## src/pkg/mef_defs.vh

```
`ifndef MEF_DEFS_VH
`define MEF_DEFS_VH

// register word indices on the device register port
`define MEF_ADDR_W            7
`define MEF_OFS_STATE1        7'h72
`define MEF_OFS_FLAGS0        7'h73
`define MEF_OFS_FLAGS1        7'h74
`define MEF_OFS_ENABLE0       7'h75
`define MEF_OFS_ENABLE1       7'h76

// reset values
`define MEF_RST_WORD          16'h0000

// second event state word field positions
`define MEF_B_OVER_FREQ       15
`define MEF_B_SAG_A           14
`define MEF_B_SAG_B           13
`define MEF_B_SAG_C           12
`define MEF_B_UNDER_FREQ      11
`define MEF_B_LOSS_A          10
`define MEF_B_LOSS_B          9
`define MEF_B_LOSS_C          8
`define MEF_B_TOT_REACT_SIGN  7
`define MEF_B_REACT_SIGN_A    6
`define MEF_B_REACT_SIGN_B    5
`define MEF_B_REACT_SIGN_C    4
`define MEF_B_TOT_ACT_SIGN    3
`define MEF_B_ACT_SIGN_A      2
`define MEF_B_ACT_SIGN_B      1
`define MEF_B_ACT_SIGN_C      0

// first event state word field positions (change flags word 0)
`define MEF_B_OVERCURRENT_A   15
`define MEF_B_OVERVOLTAGE_A   12
`define MEF_B_VOLT_SEQUENCE   9
`define MEF_B_CURR_SEQUENCE   8
`define MEF_B_NEUTRAL_OC      7
`define MEF_B_NOLOAD_REACT    6
`define MEF_B_NOLOAD_ACT      5
`define MEF_B_NOLOAD_APP      4
`define MEF_B_PULSE_OUT1      3

`endif

```

## src/hw/mef_status_flags.v

```verilog
`timescale 1ns/1ps
`include "mef_defs.vh"

module mef_status_flags #(
   parameter FREQ_W = 16
) (
   // clock and reset
   input  wire                   sys_clk,
   input  wire                   sys_rst,
   // register port from the serial interface decoder
   input  wire [`MEF_ADDR_W-1:0] reg_addr,
   input  wire                   reg_wr_en,
   input  wire [15:0]            reg_wr_data,
   input  wire                   reg_rd_en,
   output reg  [15:0]            reg_rd_data_ff,
   output reg                    reg_rd_valid_ff,
   // measured frequency and its programmed thresholds
   input  wire [FREQ_W-1:0]      freq_meas,
   input  wire [FREQ_W-1:0]      freq_hi_thresh,
   input  wire [FREQ_W-1:0]      freq_lo_thresh,
   // per-phase detector levels, bit 2 = phase A, bit 0 = phase C
   input  wire [2:0]             sag_det,
   input  wire [2:0]             phase_loss_det,
   // energy accumulator sign bits, one = negative
   input  wire                   total_reactive_neg,
   input  wire [2:0]             reactive_neg,
   input  wire                   total_active_neg,
   input  wire [2:0]             active_neg,
   // first event state word, live levels from the event detectors
   input  wire [15:0]            event_state_word_0,
   // registered second event state word and interrupt request
   output reg  [15:0]            event_state_word_1_ff,
   output reg                    irq_req_ff
);

   ////////////////////////////////////////////////////////////////////////
   // address decode helper, used for every write target; reads decode in the case mux
   function addr_hit;
      input [`MEF_ADDR_W-1:0] addr;
      input [`MEF_ADDR_W-1:0] ofs;
      begin
         addr_hit = (addr == ofs);
      end
   endfunction

   ////////////////////////////////////////////////////////////////////////
   // internal state
   reg  [15:0] state0_ff;          // registered copy of first state word
   reg         primed_ff;          // low in the first cycle after reset
   reg  [15:0] flags0_ff;          // change flags word 0
   reg  [15:0] flags1_ff;          // change flags word 1
   reg  [15:0] enable0_ff;         // interrupt enables word 0
   reg  [15:0] enable1_ff;         // interrupt enables word 1

   reg  [15:0] nxt_state1;
   wire [15:0] nxt_flags0;
   wire [15:0] nxt_flags1;
   wire [15:0] change0;
   wire [15:0] change1;
   wire [15:0] clear0;
   wire [15:0] clear1;
   reg  [15:0] nxt_rd_data;
   wire        nxt_irq;

   ////////////////////////////////////////////////////////////////////////
   // assemble the second event state word from the live conditions
   always @* begin
      nxt_state1 = `MEF_RST_WORD;
      nxt_state1[`MEF_B_OVER_FREQ] = (freq_meas > freq_hi_thresh);
      nxt_state1[`MEF_B_UNDER_FREQ] = (freq_meas < freq_lo_thresh);
      nxt_state1[`MEF_B_SAG_A] = sag_det[2];
      nxt_state1[`MEF_B_SAG_B] = sag_det[1];
      nxt_state1[`MEF_B_SAG_C] = sag_det[0];
      nxt_state1[`MEF_B_LOSS_A] = phase_loss_det[2];
      nxt_state1[`MEF_B_LOSS_B] = phase_loss_det[1];
      nxt_state1[`MEF_B_LOSS_C] = phase_loss_det[0];
      nxt_state1[`MEF_B_TOT_REACT_SIGN] = total_reactive_neg;
      nxt_state1[`MEF_B_REACT_SIGN_A] = reactive_neg[2];
      nxt_state1[`MEF_B_REACT_SIGN_B] = reactive_neg[1];
      nxt_state1[`MEF_B_REACT_SIGN_C] = reactive_neg[0];
      nxt_state1[`MEF_B_TOT_ACT_SIGN] = total_active_neg;
      nxt_state1[`MEF_B_ACT_SIGN_A] = active_neg[2];
      nxt_state1[`MEF_B_ACT_SIGN_B] = active_neg[1];
      nxt_state1[`MEF_B_ACT_SIGN_C] = active_neg[0];
   end

   ////////////////////////////////////////////////////////////////////////
   // state registers; the primed flop stops reset values from looking
   // like a transition when the live levels come up non-zero
   always @(posedge sys_clk) begin
      if (sys_rst) begin
         event_state_word_1_ff <= `MEF_RST_WORD;
         state0_ff             <= `MEF_RST_WORD;
         primed_ff             <= 1'b0;
      end else begin
         event_state_word_1_ff <= nxt_state1;
         state0_ff             <= event_state_word_0;
         primed_ff             <= 1'b1;
      end
   end

   ////////////////////////////////////////////////////////////////////////
   // host write-one-to-clear masks
   assign clear0 = (reg_wr_en && addr_hit(reg_addr, `MEF_OFS_FLAGS0)) ?
                   reg_wr_data : `MEF_RST_WORD;
   assign clear1 = (reg_wr_en && addr_hit(reg_addr, `MEF_OFS_FLAGS1)) ?
                   reg_wr_data : `MEF_RST_WORD;

   ////////////////////////////////////////////////////////////////////////
   // per-bit edge detect and sticky flag update, same bit positions
   // in state and flag words so one loop covers all of them
   genvar gi;
   generate
      for (gi = 0; gi < 16; gi = gi + 1) begin : g_flag
         // either edge of the registered level counts as a change
         assign change0[gi] = primed_ff &&
                              (event_state_word_0[gi] != state0_ff[gi]);
         assign change1[gi] = primed_ff &&
                              (nxt_state1[gi] != event_state_word_1_ff[gi]);
         // set beats clear in the same cycle
         assign nxt_flags0[gi] = (flags0_ff[gi] & ~clear0[gi]) |
                                 change0[gi];
         assign nxt_flags1[gi] = (flags1_ff[gi] & ~clear1[gi]) |
                                 change1[gi];
      end
   endgenerate

   ////////////////////////////////////////////////////////////////////////
   // flag and enable registers
   always @(posedge sys_clk) begin
      if (sys_rst) begin
         flags0_ff  <= `MEF_RST_WORD;
         flags1_ff  <= `MEF_RST_WORD;
         enable0_ff <= `MEF_RST_WORD;
         enable1_ff <= `MEF_RST_WORD;
      end else begin
         flags0_ff <= nxt_flags0;
         flags1_ff <= nxt_flags1;
         if (reg_wr_en && addr_hit(reg_addr, `MEF_OFS_ENABLE0)) begin
            enable0_ff <= reg_wr_data;
         end
         if (reg_wr_en && addr_hit(reg_addr, `MEF_OFS_ENABLE1)) begin
            enable1_ff <= reg_wr_data;
         end
      end
   end

   ////////////////////////////////////////////////////////////////////////
   // interrupt request: any flag whose enable is set
   assign nxt_irq = |(nxt_flags0 & enable0_ff) |
                    |(nxt_flags1 & enable1_ff);

   always @(posedge sys_clk) begin
      if (sys_rst) begin
         irq_req_ff <= 1'b0;
      end else begin
         irq_req_ff <= nxt_irq;
      end
   end

   ////////////////////////////////////////////////////////////////////////
   // read data mux; unmapped indices read as zero
   always @* begin
      case (reg_addr)
         `MEF_OFS_STATE1:  nxt_rd_data = event_state_word_1_ff;
         `MEF_OFS_FLAGS0:  nxt_rd_data = flags0_ff;
         `MEF_OFS_FLAGS1:  nxt_rd_data = flags1_ff;
         `MEF_OFS_ENABLE0: nxt_rd_data = enable0_ff;
         `MEF_OFS_ENABLE1: nxt_rd_data = enable1_ff;
         default:          nxt_rd_data = `MEF_RST_WORD;
      endcase
   end

   // read answer one cycle after the strobe, held until the next read
   always @(posedge sys_clk) begin
      if (sys_rst) begin
         reg_rd_data_ff  <= `MEF_RST_WORD;
         reg_rd_valid_ff <= 1'b0;
      end else begin
         reg_rd_valid_ff <= reg_rd_en;
         if (reg_rd_en) begin
            reg_rd_data_ff <= nxt_rd_data;
         end
      end
   end

endmodule // mef_status_flags

```

## config.mk

```make
export PLATFORM = sky130hd
export DESIGN_NAME = mef_status_flags
export DESIGN_NICKNAME = d
export VERILOG_FILES = /design/src/hw/mef_status_flags.v
export VERILOG_INCLUDE_DIRS = /design/src /design/src/pkg
export SDC_FILE = /design/constraint.sdc
export NUM_CORES = 1
export LEC_CHECK = 0
export ABC_AREA = 0
export BUFFER_PORTS_ARGS = -buffer_cell sky130_fd_sc_hd__buf_2
export CAP_MARGIN = 20
export CORE_MARGIN = 2
export CORE_UTILIZATION = 49
export CTS_CLUSTER_SIZE = 8
export DETAILED_ROUTE_END_ITERATION = 6
export HOLD_SLACK_MARGIN = 0.12
export PLACE_DENSITY = 0.87
export SYNTH_ARGS = -nofsm -noshare
export SYNTH_HDL_FRONTEND = slang
export SYNTH_SLANG_ARGS = --single-unit
```

## constraint.sdc

```tcl
create_clock -name sys_clk -period 1.8 [get_ports sys_clk]
set_input_delay 0.18 -clock sys_clk [delete_from_list [all_inputs] [get_ports sys_clk]]
set_output_delay 0.18 -clock sys_clk [all_outputs]
set_load 0.01 [all_outputs]
```

-- Word level (Yosys, flattened, before mapping)
Cells that the tools add are included.
- flip-flop bits (word level): 115
- bits in latches: 0
- memories kept: 0
- input bits: 105
- bits in read-only memories: 0
- output and inout bits: 34
- word-level logic and storage cells: 190
- memory bits (writable): 0
- shifts and indexed selects: 0
- add/subtract/negate cells: 0
- equality and inequality tests: 37
- $lt $le $gt $ge: 2
- bitwise gates (word level): 99
- $mul: 0
- div/mod/pow operators: 0
- muxes and demuxes: 4
- reduce and logical (&&, ||, !) cells: 38
- operators with widths (kind ; number):
    16-bit case mux with 5 select lines ; 1
    1-bit logical AND ; 36
    7-bit == test (second input constant) ; 5
    1-bit bitwise OR ; 33
    1-bit bitwise AND ; 32
    16-bit bitwise AND ; 2
    16-bit 2-to-1 mux ; 2
    1-bit inequality test ; 32
    1-bit NOT ; 32
    16-bit OR reduction ; 2
    16-bit greater-than comparator ; 1
    16-bit less-than comparator ; 1
    1-bit 2-to-1 mux ; 1

-- Longest topological paths before layout
Gate-level depths: netlist of the first run.
- depth in word-level cells: 9
- gate-level depth with buffers: 9
- gate-level depth less buffers: 9

-- Worst setup path before layout of the first run
OpenSTA, ideal clock, no wires.
- path kind: in2reg
- from: input port freq_hi_thresh[1]
- to: register irq_req_ff
- setup slack: -0.086 ns
- arrival time: 1.812 ns
- setup time: 0.074 ns
- buffers on the path: 0
- required time: 1.726 ns
- stages: 9
- cell sequence: inv_1 ha_1 nor2b_1 o211ai_2 a21oi_2 or4b_4 mux2i_1 o2111a_1 a31oi_1
- cells in the longest elaborated chain, start to end: 7
- ends and longest elaborated chain (item ; line ; source):
    start, declared ; mef_status_flags.v:19 ; input wire [FREQ_W-1:0] freq_hi_thresh,
    16-bit greater-than comparator ; mef_status_flags.v:69 ; nxt_state1[`MEF_B_OVER_FREQ] = (freq_meas > freq_hi_thresh);
    1-bit inequality test ; mef_status_flags.v:119 ; (nxt_state1[gi] != event_state_word_1_ff[gi]);
    1-bit logical AND ; mef_status_flags.v:118 ; assign change1[gi] = primed_ff &&
    1-bit bitwise OR ; mef_status_flags.v:123 ; assign nxt_flags1[gi] = (flags1_ff[gi] & ~clear1[gi]) |
    16-bit bitwise AND ; mef_status_flags.v:151 ; |(nxt_flags1 & enable1_ff);
    16-bit OR reduction ; mef_status_flags.v:151 ;
    1-bit bitwise OR ; mef_status_flags.v:151 ;
    end signal, assigned ; mef_status_flags.v:157 ; irq_req_ff <= nxt_irq;
    end, declared ; mef_status_flags.v:33 ; output reg irq_req_ff
Every way passes these cells.
A chain may end at the register's enable or synchronous reset.

-- Worst setup path after layout of the first run
- from: register primed_ff
- to: register irq_req_ff
- cells in the longest elaborated chain, start to end: 5
- elaborated cells between the ends (all ways): 69
- those cells by class: 35 x bitwise; 34 x reduce/logical
- ends and longest elaborated chain (item ; line ; source):
    start, declared ; mef_status_flags.v:49 ; reg primed_ff;
    start signal, assigned ; mef_status_flags.v:94 ; primed_ff <= 1'b0;
    start signal, assigned ; mef_status_flags.v:98 ; primed_ff <= 1'b1;
    1-bit logical AND, on equally long branches ; mef_status_flags.v:116, mef_status_flags.v:118 ;
    1-bit bitwise OR, on equally long branches ; mef_status_flags.v:121, mef_status_flags.v:123 ;
    16-bit bitwise AND, on equally long branches ; mef_status_flags.v:150, mef_status_flags.v:151 ;
    16-bit OR reduction, on equally long branches ; mef_status_flags.v:150, mef_status_flags.v:151 ;
    1-bit bitwise OR * ; mef_status_flags.v:151 ;
Mark *: on every way between the ends. The rest lies on a longest branch, timed or not.

==> summary.md, run 1 <==
## Floorplan
• 40 — total number of placement rows
• 12100 um^2 — core region area
• 116 um — horizontal extent of the die
• 116 um — height of the die
• 50.5% — initial core utilization
• 139 — I/O pin count
• 13300 um^2 — Total Die Area

## Clock tree
• 0 — buffer count from post-CTS setup fixing
• 0.05 ns — CTS clk-pin slew, worst paths
• 2 — clk buf depth
• done — CTS tree
• 115 — number of clock sinks
• 17 — TritonCTS Buffers
• 0.42 ns — worst skew pair latency
• clkbuf_16 — master cell of the clock root buffer
• 4 — count of H-tree levels built during CTS

## Yosys
• 115 — flip-flop and latch count after synthesis
• 0 — number of enable-type register cells in the synthesized netlist
• 0% — fraction of registers with async set or reset after synthesis
• 8.35 um^2 — average size of a mapped cell
• 866 — net count of the mapped netlist
• 730 — Gate Count Post-Synth
• dfxtp_1 — most instantiated flip-flop cell in the synthesis netlist
• 6090 um^2 — area of the mapped netlist
• 37.8% — share of synthesized area occupied by flip-flops and latches
• 54 — Distinct cells, synth
• 0 — yosys synthesis warning count

## Drt
• 1119 — iteration-0 DRC count of the detailed router
• 5.92 — Vias/cell
• 21.6 mm — final wirelength
• 7 — number of optimization iterations in the first detailed-route pass
• 18.7 um — drt wl/cell
• 11 — detailed-route DRC error count
• 6821 — number of vias in the routed layout
• 0 — count of antenna-violating nets left after detailed routing

## Critical path
• primed_ff$_DFF_P_ — Reg-to-Reg Start
• flop to flop — Crit Path Category
• 7 — worst-path maximum fanout
• 2.30 ns — Arrival @ worst endpoint
• -0.21 ns — worst reg-to-reg setup slack
• 2.09 ns — required time of the worst setup path
• 7 — Register-to-Register Path Depth
• irq_req_ff$_SDFF_PP0_ — capture point of the worst reg-to-reg path
• flop — kind of end point of the critical path
• flop — CP Launch Type

## Place
• -0.334 ns — Setup WS pre-CTS
• 138 — count of input and output buffers
• 1.01 — routability-driven placement congestion ratio
• 15.3 mm — half-perimeter wire length of the detailed placement result
• 7630 um^2 — placement-stage cell area

## Timing
• 0 — Final Max Slew Viols
• true — RSZ-0062 raised after global routing
• 497 MHz — Fmax achieved
• 0.00637 ns — worst clock skew on the final layout
• 0.597 ns — actual slew at the worst max-slew pin
• 1 — count of final setup violators
• -0.212 ns — total negative slack for setup checks
• 0 — final hold violation count
• 2.01 ns — shortest clock period the worst path allows after layout
• -0.212 ns — worst-case setup margin in the final layout
• 60.2% — Slew Limit Headroom
• 0.158 ns — WHS
• 112% — ratio of final minimum period to clock period

## Pwr
• 0.854 mV — worst voltage drop across the vdd grid
• 866 nW/um^2 — power density over the cells
• 0.00391 uW — standby leakage power
• 7530 uW — total power

## Hold path
• flags1_ff[5]$_SDFF_PP0_ — worst hold path endpoint
• 2 — depth of the worst hold-timing path
• sys_rst — Min-Delay Startpoint
• input port to flop — class of the worst hold path

## GRT
• 33.8 mm — first-pass GRT wire length
• 45 — largest net degree at the start of global routing
• 0 — number of antenna violations at the first check in global routing
• 32.9% — overall fraction of global-route tracks in use
• 6531 — vias in the first global route
• 0 — remaining global-route overflow

## Layout
• 8700 um^2 — Design Area, Final
• 42.8% — Syn-to-layout area delta
• 30.7% — share of post-route cells with drive strength above 1
• 1107 — final-stage net count
• 0 — diode count

## Run status
• DRC, setup timing — violations in the final reports
• finished with violations — status

## Run
• 0 — number of violations of the max-capacitance limit

-- Yosys cell counts (all sizes together), types with 2 or more instances --
master | n | share of area (%)
a211oi | 18 | 2.2
a21boi | 2 | 0.25
a21o | 5 | 0.62
a21oi | 45 | 3.8
a222oi | 18 | 3.0
a22o | 18 | 2.6
a22oi | 44 | 5.4
a31oi | 10 | 1.0
and2 | 4 | 0.43
and3 | 11 | 1.2
buf | 19 | 1.6
clkbuf | 25 | 1.5
dfxtp | 115 | 38
ha | 31 | 6.4
inv | 37 | 2.3
mux2 | 17 | 3.1
nand2 | 117 | 7.2
nand3 | 22 | 1.8
nand4 | 14 | 1.4
nor2 | 51 | 3.1
nor2b | 34 | 3.5
nor4 | 3 | 0.31
o21ai | 7 | 0.58
o22ai | 9 | 0.92
or3 | 2 | 0.21
xor2 | 30 | 4.3
-- routing by layer --
| metal | vias to the layer above | global-route usage (%) | routed length (um) |
|---|---|---|---|
| met3 | 83 | 9.68 | 2660 |
| met1 | 3158 | 43.0 | 8540 |
| met2 | 480 | 51.8 | 9670 |
| met5 | - | 0 | 0 |
| li1 | 3100 | - | - |
| met4 | 0 | 12.0 | 685 |
-- cell families after synthesis --
| logic type | share of synthesized area (%) |
|---|---|
| AO/OA/AOI/OAI | 21.4 |
| XOR/XNOR | 4.31 |
| adder cells (fa/ha/maj) | 6.37 |
| buffers and inverters | 5.77 |
| flip-flops | 37.8 |
| multiplexers | 3.31 |
| AND/OR/NAND/NOR | 21.1 |
-- per-stage QoR --
step / util, % / std cells
after global routing: 72.1 / 1152
after floorplan: - / 730
final: 72.1 / 1152
after CTS: 72.1 / 1152
after global placement: 63.2 / 1080
after detailed placement: 63.2 / 1080
-- sequential cells by signal, indices dropped and copies added (netlist names) --
name and cells:
primed_ff 1, state0_ff 16, reg_rd_valid_ff 1, irq_req_ff 1, event_state_word_1_ff 16, flags0_ff 16, enable0_ff 16, flags1_ff 16
reg_rd_data_ff 16, enable1_ff 16
-- worst max-delay path, stage by stage (launching register included) --
cell      delay, ns
dfxtp_4        0.38
buf_4          0.16
a22o_1         0.20
a222oi_1       0.42
nand4_1        0.22
nor4_4         0.19
o2111a_1       0.23
a31oi_1        0.08
-- timing repair --
item | CTS | global route
setup endpoints to repair | 1 | 3
hold endpoints to repair | 56 | 0
resized for setup | 7 | 2
pin swaps | 2 | 3
hold buffers | 40 | 0
-- worst max-delay path by stage --
stage | slack, ns | endpoint | cells after the start | from
after global placement | -0.29 | irq_req_ff$_SDFF_PP0_ | 10 | freq_hi_thresh[1]
after global routing | -0.22 | irq_req_ff$_SDFF_PP0_ | 7 | primed_ff$_DFF_P_
after CTS | -0.14 | irq_req_ff$_SDFF_PP0_ | 7 | event_state_word_1_ff[4]$_SDFF_PP0_
after floorplan | -0.04 | irq_req_ff$_SDFF_PP0_ | 9 | freq_hi_thresh[1]
after detailed placement | -0.33 | irq_req_ff$_SDFF_PP0_ | 9 | freq_meas[8]
final | -0.21 | irq_req_ff$_SDFF_PP0_ | 7 | primed_ff$_DFF_P_
-- final cells by class --
class	count	area, um^2
multi-input combinational	532	3580
fill	869	3360
sequential	115	2310
timing repair buffer	268	1810
clock buffer	21	450
tap	168	210
clock inverter	11	183
inverter	37	154
-- cells in the final DEF (no fill, tap or decap), types with 9 or more instances in the layout --
cell,count
mux2_2,17
dfxtp_1,113
a211oi_1,18
ha_1,23
nand3_1,22
inv_1,31
and3_1,10
nand2_1,117
xor2_1,29
a22oi_1,44
buf_4,87
clkbuf_16,17
a21oi_1,44
nor2_1,51
o22ai_1,9
nor2b_1,33
a31oi_1,10
dlygate4sd3_1,40
a222oi_1,18
nand4_1,14
buf_2,137
a22o_1,18
-- power by group --
part           total [uW]  internal (uW)  switching (uW)
Combinational        1090            538             554
Clock                3670           2480            1190
Sequential           2780           2670             103
Total                7530           5690            1850
Power figures use the tool's default switching activity.
==> run 2: changes to the inputs <==
--- a/config.mk
+++ b/config.mk
@@ -9,12 +9,14 @@
 export ABC_AREA = 0
 export BUFFER_PORTS_ARGS = -buffer_cell sky130_fd_sc_hd__buf_2
 export CAP_MARGIN = 20
+export CORE_ASPECT_RATIO = 0.8
 export CORE_MARGIN = 2
 export CORE_UTILIZATION = 49
 export CTS_CLUSTER_SIZE = 8
 export DETAILED_ROUTE_END_ITERATION = 6
 export HOLD_SLACK_MARGIN = 0.12
 export PLACE_DENSITY = 0.87
+export SKIP_CTS_REPAIR_TIMING = 1
 export SYNTH_ARGS = -nofsm -noshare
 export SYNTH_HDL_FRONTEND = slang
 export SYNTH_SLANG_ARGS = --single-unit
==> run 2 against run 1 <==
  * The run still ends with DRC, setup timing left
  * Sequential cell count unchanged
  * Via count is 0.50% lower
  * Clock-buffer cell count is 2 higher
  * Non-clock buffer count shrank 7
  * Clock skew barely moved
  * Highest routed layer unchanged
  * Critical endpoint unchanged
  * Setup slack gained 0.032 ns
  * Hold slack got worse by 0.049 ns
  * Combinational power about the same
  * Largest power group unchanged
  * Maximum frequency is 1.6% higher
==> summary.md, run 2 (synthesis results as in run 1) <==
## Critical path
• flop to flop — Crit Path Category
• 2 — worst-path maximum fanout, -5
• 2.27 ns — Arrival @ worst endpoint, -0.03 ns
• or3_1 — Max stage delay cell, worst path
• flop — kind of end point of the critical path
• simple AND/OR/NAND/NOR gates — kind of cell adding the most delay to the critical path
• 0 — Critical path buffers and inverters, -1
• flop — CP Launch Type
• xor2_1 -> nand3_1 -> nand4_1 -> or3_1 -> nor4_2 -> o2111a_1 -> a31oi_1 — sequence of cells on the critical path
• 2.09 ns — required time of the worst setup path, about the same
• 0.40 ns — maximum single-stage delay on the critical path, -0.02 ns

## GRT
• met1 — Most Used Layer, Global Route
• 68 — largest net degree at the start of global routing, +51%
• 0 — remaining global-route overflow, unchanged
• 44.8% — met1 GRT Util, +1.8 points
• 0 — number of antenna violations at the first check in global routing, unchanged
• 31.9 mm — first-pass GRT wire length, -5.6%
• 30.6% — overall fraction of global-route tracks in use, -2.3 points
• 6102 — vias in the first global route, -6.6%
• 5.94% — GR Util met3, -3.7 points
• 44.5% — global-route track usage on met2, -7.3 points

## Pwr
• 24.3% — switching power share of the total, -0.23 points
• 865 nW/um^2 — power density over the cells, -0.10%
• 14.4% — power share of the combinational group, about the same
• 0.746 mV — worst voltage drop across the vdd grid, -13%
• 0.00387 uW — standby leakage power, -0.91%
• 5660 uW — internal power, -0.47%
• 48.4% — part of the power in the clock network, -0.2 points
• 1820 uW — net switching component of the power, -1.7%
• 37.2% — sequential group share of total power, +0.3 points

## Run status
• DRC, setup timing — violations in the final reports
• finished with violations — status

## Drt
• 1208 — iteration-0 DRC count of the detailed router, +8.0%
• 21.3 mm — final wirelength, -1.3%
• 82 — detailed-route DRC error count, +71
• 18.8 um — drt wl/cell, +0.68%
• 7 — number of optimization iterations in the first detailed-route pass, unchanged
• 6.01 — Vias/cell, +1.5%
• 0 — count of antenna-violating nets left after detailed routing, unchanged
• 6787 — number of vias in the routed layout, -0.50%

## Floorplan
• 13300 um^2 — Total Die Area, about the same
• 139 — I/O pin count, unchanged
• 104 um — height of the die, -10%
• 36 — total number of placement rows, -10%
• 50.1% — initial core utilization, -0.42 points
• 129 um — horizontal extent of the die, +11%
• 12200 um^2 — core region area, +0.83%

## Timing
• 0.109 ns — WHS, -0.0486 ns
• 1.98 ns — shortest clock period the worst path allows after layout, -0.0325 ns
• 0.00597 ns — worst clock skew on the final layout, -0.000403 ns
• 0.548 ns — actual slew at the worst max-slew pin, -0.0495 ns
• -0.180 ns — worst-case setup margin in the final layout, +0.0325 ns
• -0.180 ns — total negative slack for setup checks, +0.0325 ns
• 0 — final hold violation count, unchanged
• 110% — ratio of final minimum period to clock period, -1.8 points
• 63.5% — Slew Limit Headroom, +3.3 points
• 0 — Final Max Slew Viols, unchanged
• 505 MHz — Fmax achieved, +1.6%
• 1 — count of final setup violators, unchanged
• true — RSZ-0062 raised after global routing

## Layout
• 2300 um^2 — register area, -0.16%
• 30.0% — share of post-route cells with drive strength above 1, -0.70 points
• 41.9% — Syn-to-layout area delta
• 0 — diode count, unchanged
• 1100 — final-stage net count, -0.63%
• 890 — number of fillers in the final layout, +2.4%
• 3560 um^2 — area used by multi-input combinational logic, -0.56%
• 137 x buf_2, 117 x nand2_1, 114 x dfxtp_1, 78 x buf_4, 51 x nor2_1 — most frequent cells in the layout
• buf_2 — most frequent standard cell in the layout excluding fill and tap cells
• 1129 — final non-filler cell total, -2.0%

## Place
• 138 — count of input and output buffers, unchanged
• 1057 — number of cells in the design after placement, -2.1%
• 1.02 — routability-driven placement congestion ratio, +0.94%
• -0.309 ns — Setup WS pre-CTS, +0.0252 ns
• 15.1 mm — half-perimeter wire length of the detailed placement result, -1.5%

## Clock tree
• 0.41 ns — worst skew pair latency, about the same
• 0.05 ns — CTS clk-pin slew, worst paths, about the same
• done — CTS tree
• 2 — clk buf depth, unchanged
• 4 — count of H-tree levels built during CTS, unchanged
• 17 — TritonCTS Buffers, unchanged
• 115 — number of clock sinks, unchanged
• clkbuf_16 — master cell of the clock root buffer

## Hold path
• input port to flop — class of the worst hold path

## Run
• 0 — number of violations of the max-capacitance limit, unchanged

run 2: metal layers:
metal  wire length [um]  vias to the layer above  part of all wire, %
met3               2920                       80                   14
met2               9050                      512                   43
met1               8680                     3104                   41
li1                   -                     3091                    -
met4                623                        0                  2.9
met5                  0                        -                    0
run 2: metrics by stage:
| stage | cell area, um^2 | utilization, % | total power, uW |
|---|---|---|---|
| 4_1_cts | 8230 | 67.7 | 7380 |
| 2_1_floorplan | 6210 | - | 3310 |
| 5_1_grt | 8640 | 71.1 | 7700 |
| 6_report | 8640 | 71.1 | 7480 |
| 3_3_place_gp | 7590 | 62.4 | 3770 |
| 3_5_place_dp | 7590 | 62.4 | 3790 |
run 2: layout make-up:
type | instances | area share (%)
multi-input cells | 532 | 41.2
flip-flops and latches | 115 | 26.7
clock inverters | 9 | 1.74
inverters | 37 | 1.78
clock buffers | 23 | 5.65
well taps | 152 | 2.20
repair buffers | 261 | 20.7
run 2: worst register-to-register path, delay by kind of cell (launching register included):
family           cells  cell delay [ns]
AO/OA/AOI/OAI        2             0.28
AND/OR/NAND/NOR      4             1.05
XOR/XNOR             1             0.23
flip-flops           1             0.30
run 2: worst paths after layout:
path / startpoint / to / slack [ns] / cells past startpoint
worst min register to register: enable1_ff[12]$_SDFFE_PP0P_ / enable1_ff[12]$_SDFFE_PP0P_ / 0.47 / 2
worst max register to register: state0_ff[7]$_SDFF_PP0_ / irq_req_ff$_SDFF_PP0_ / -0.18 / 7
worst min-delay path: reg_wr_data[11] / enable0_ff[11]$_SDFFE_PP0P_ / 0.11 / 3
worst max-delay path: state0_ff[7]$_SDFF_PP0_ / irq_req_ff$_SDFF_PP0_ / -0.18 / 7
run 2: power by group through the flow:
stage | combinational, uW | sequential [uW] | clock [uW]
floorplan | 485 | 2820 | 0
global placement | 948 | 2820 | 0
detailed placement | 969 | 2820 | 0
CTS | 978 | 2770 | 3630
global route | 1170 | 2790 | 3750
finish | 1080 | 2780 | 3620
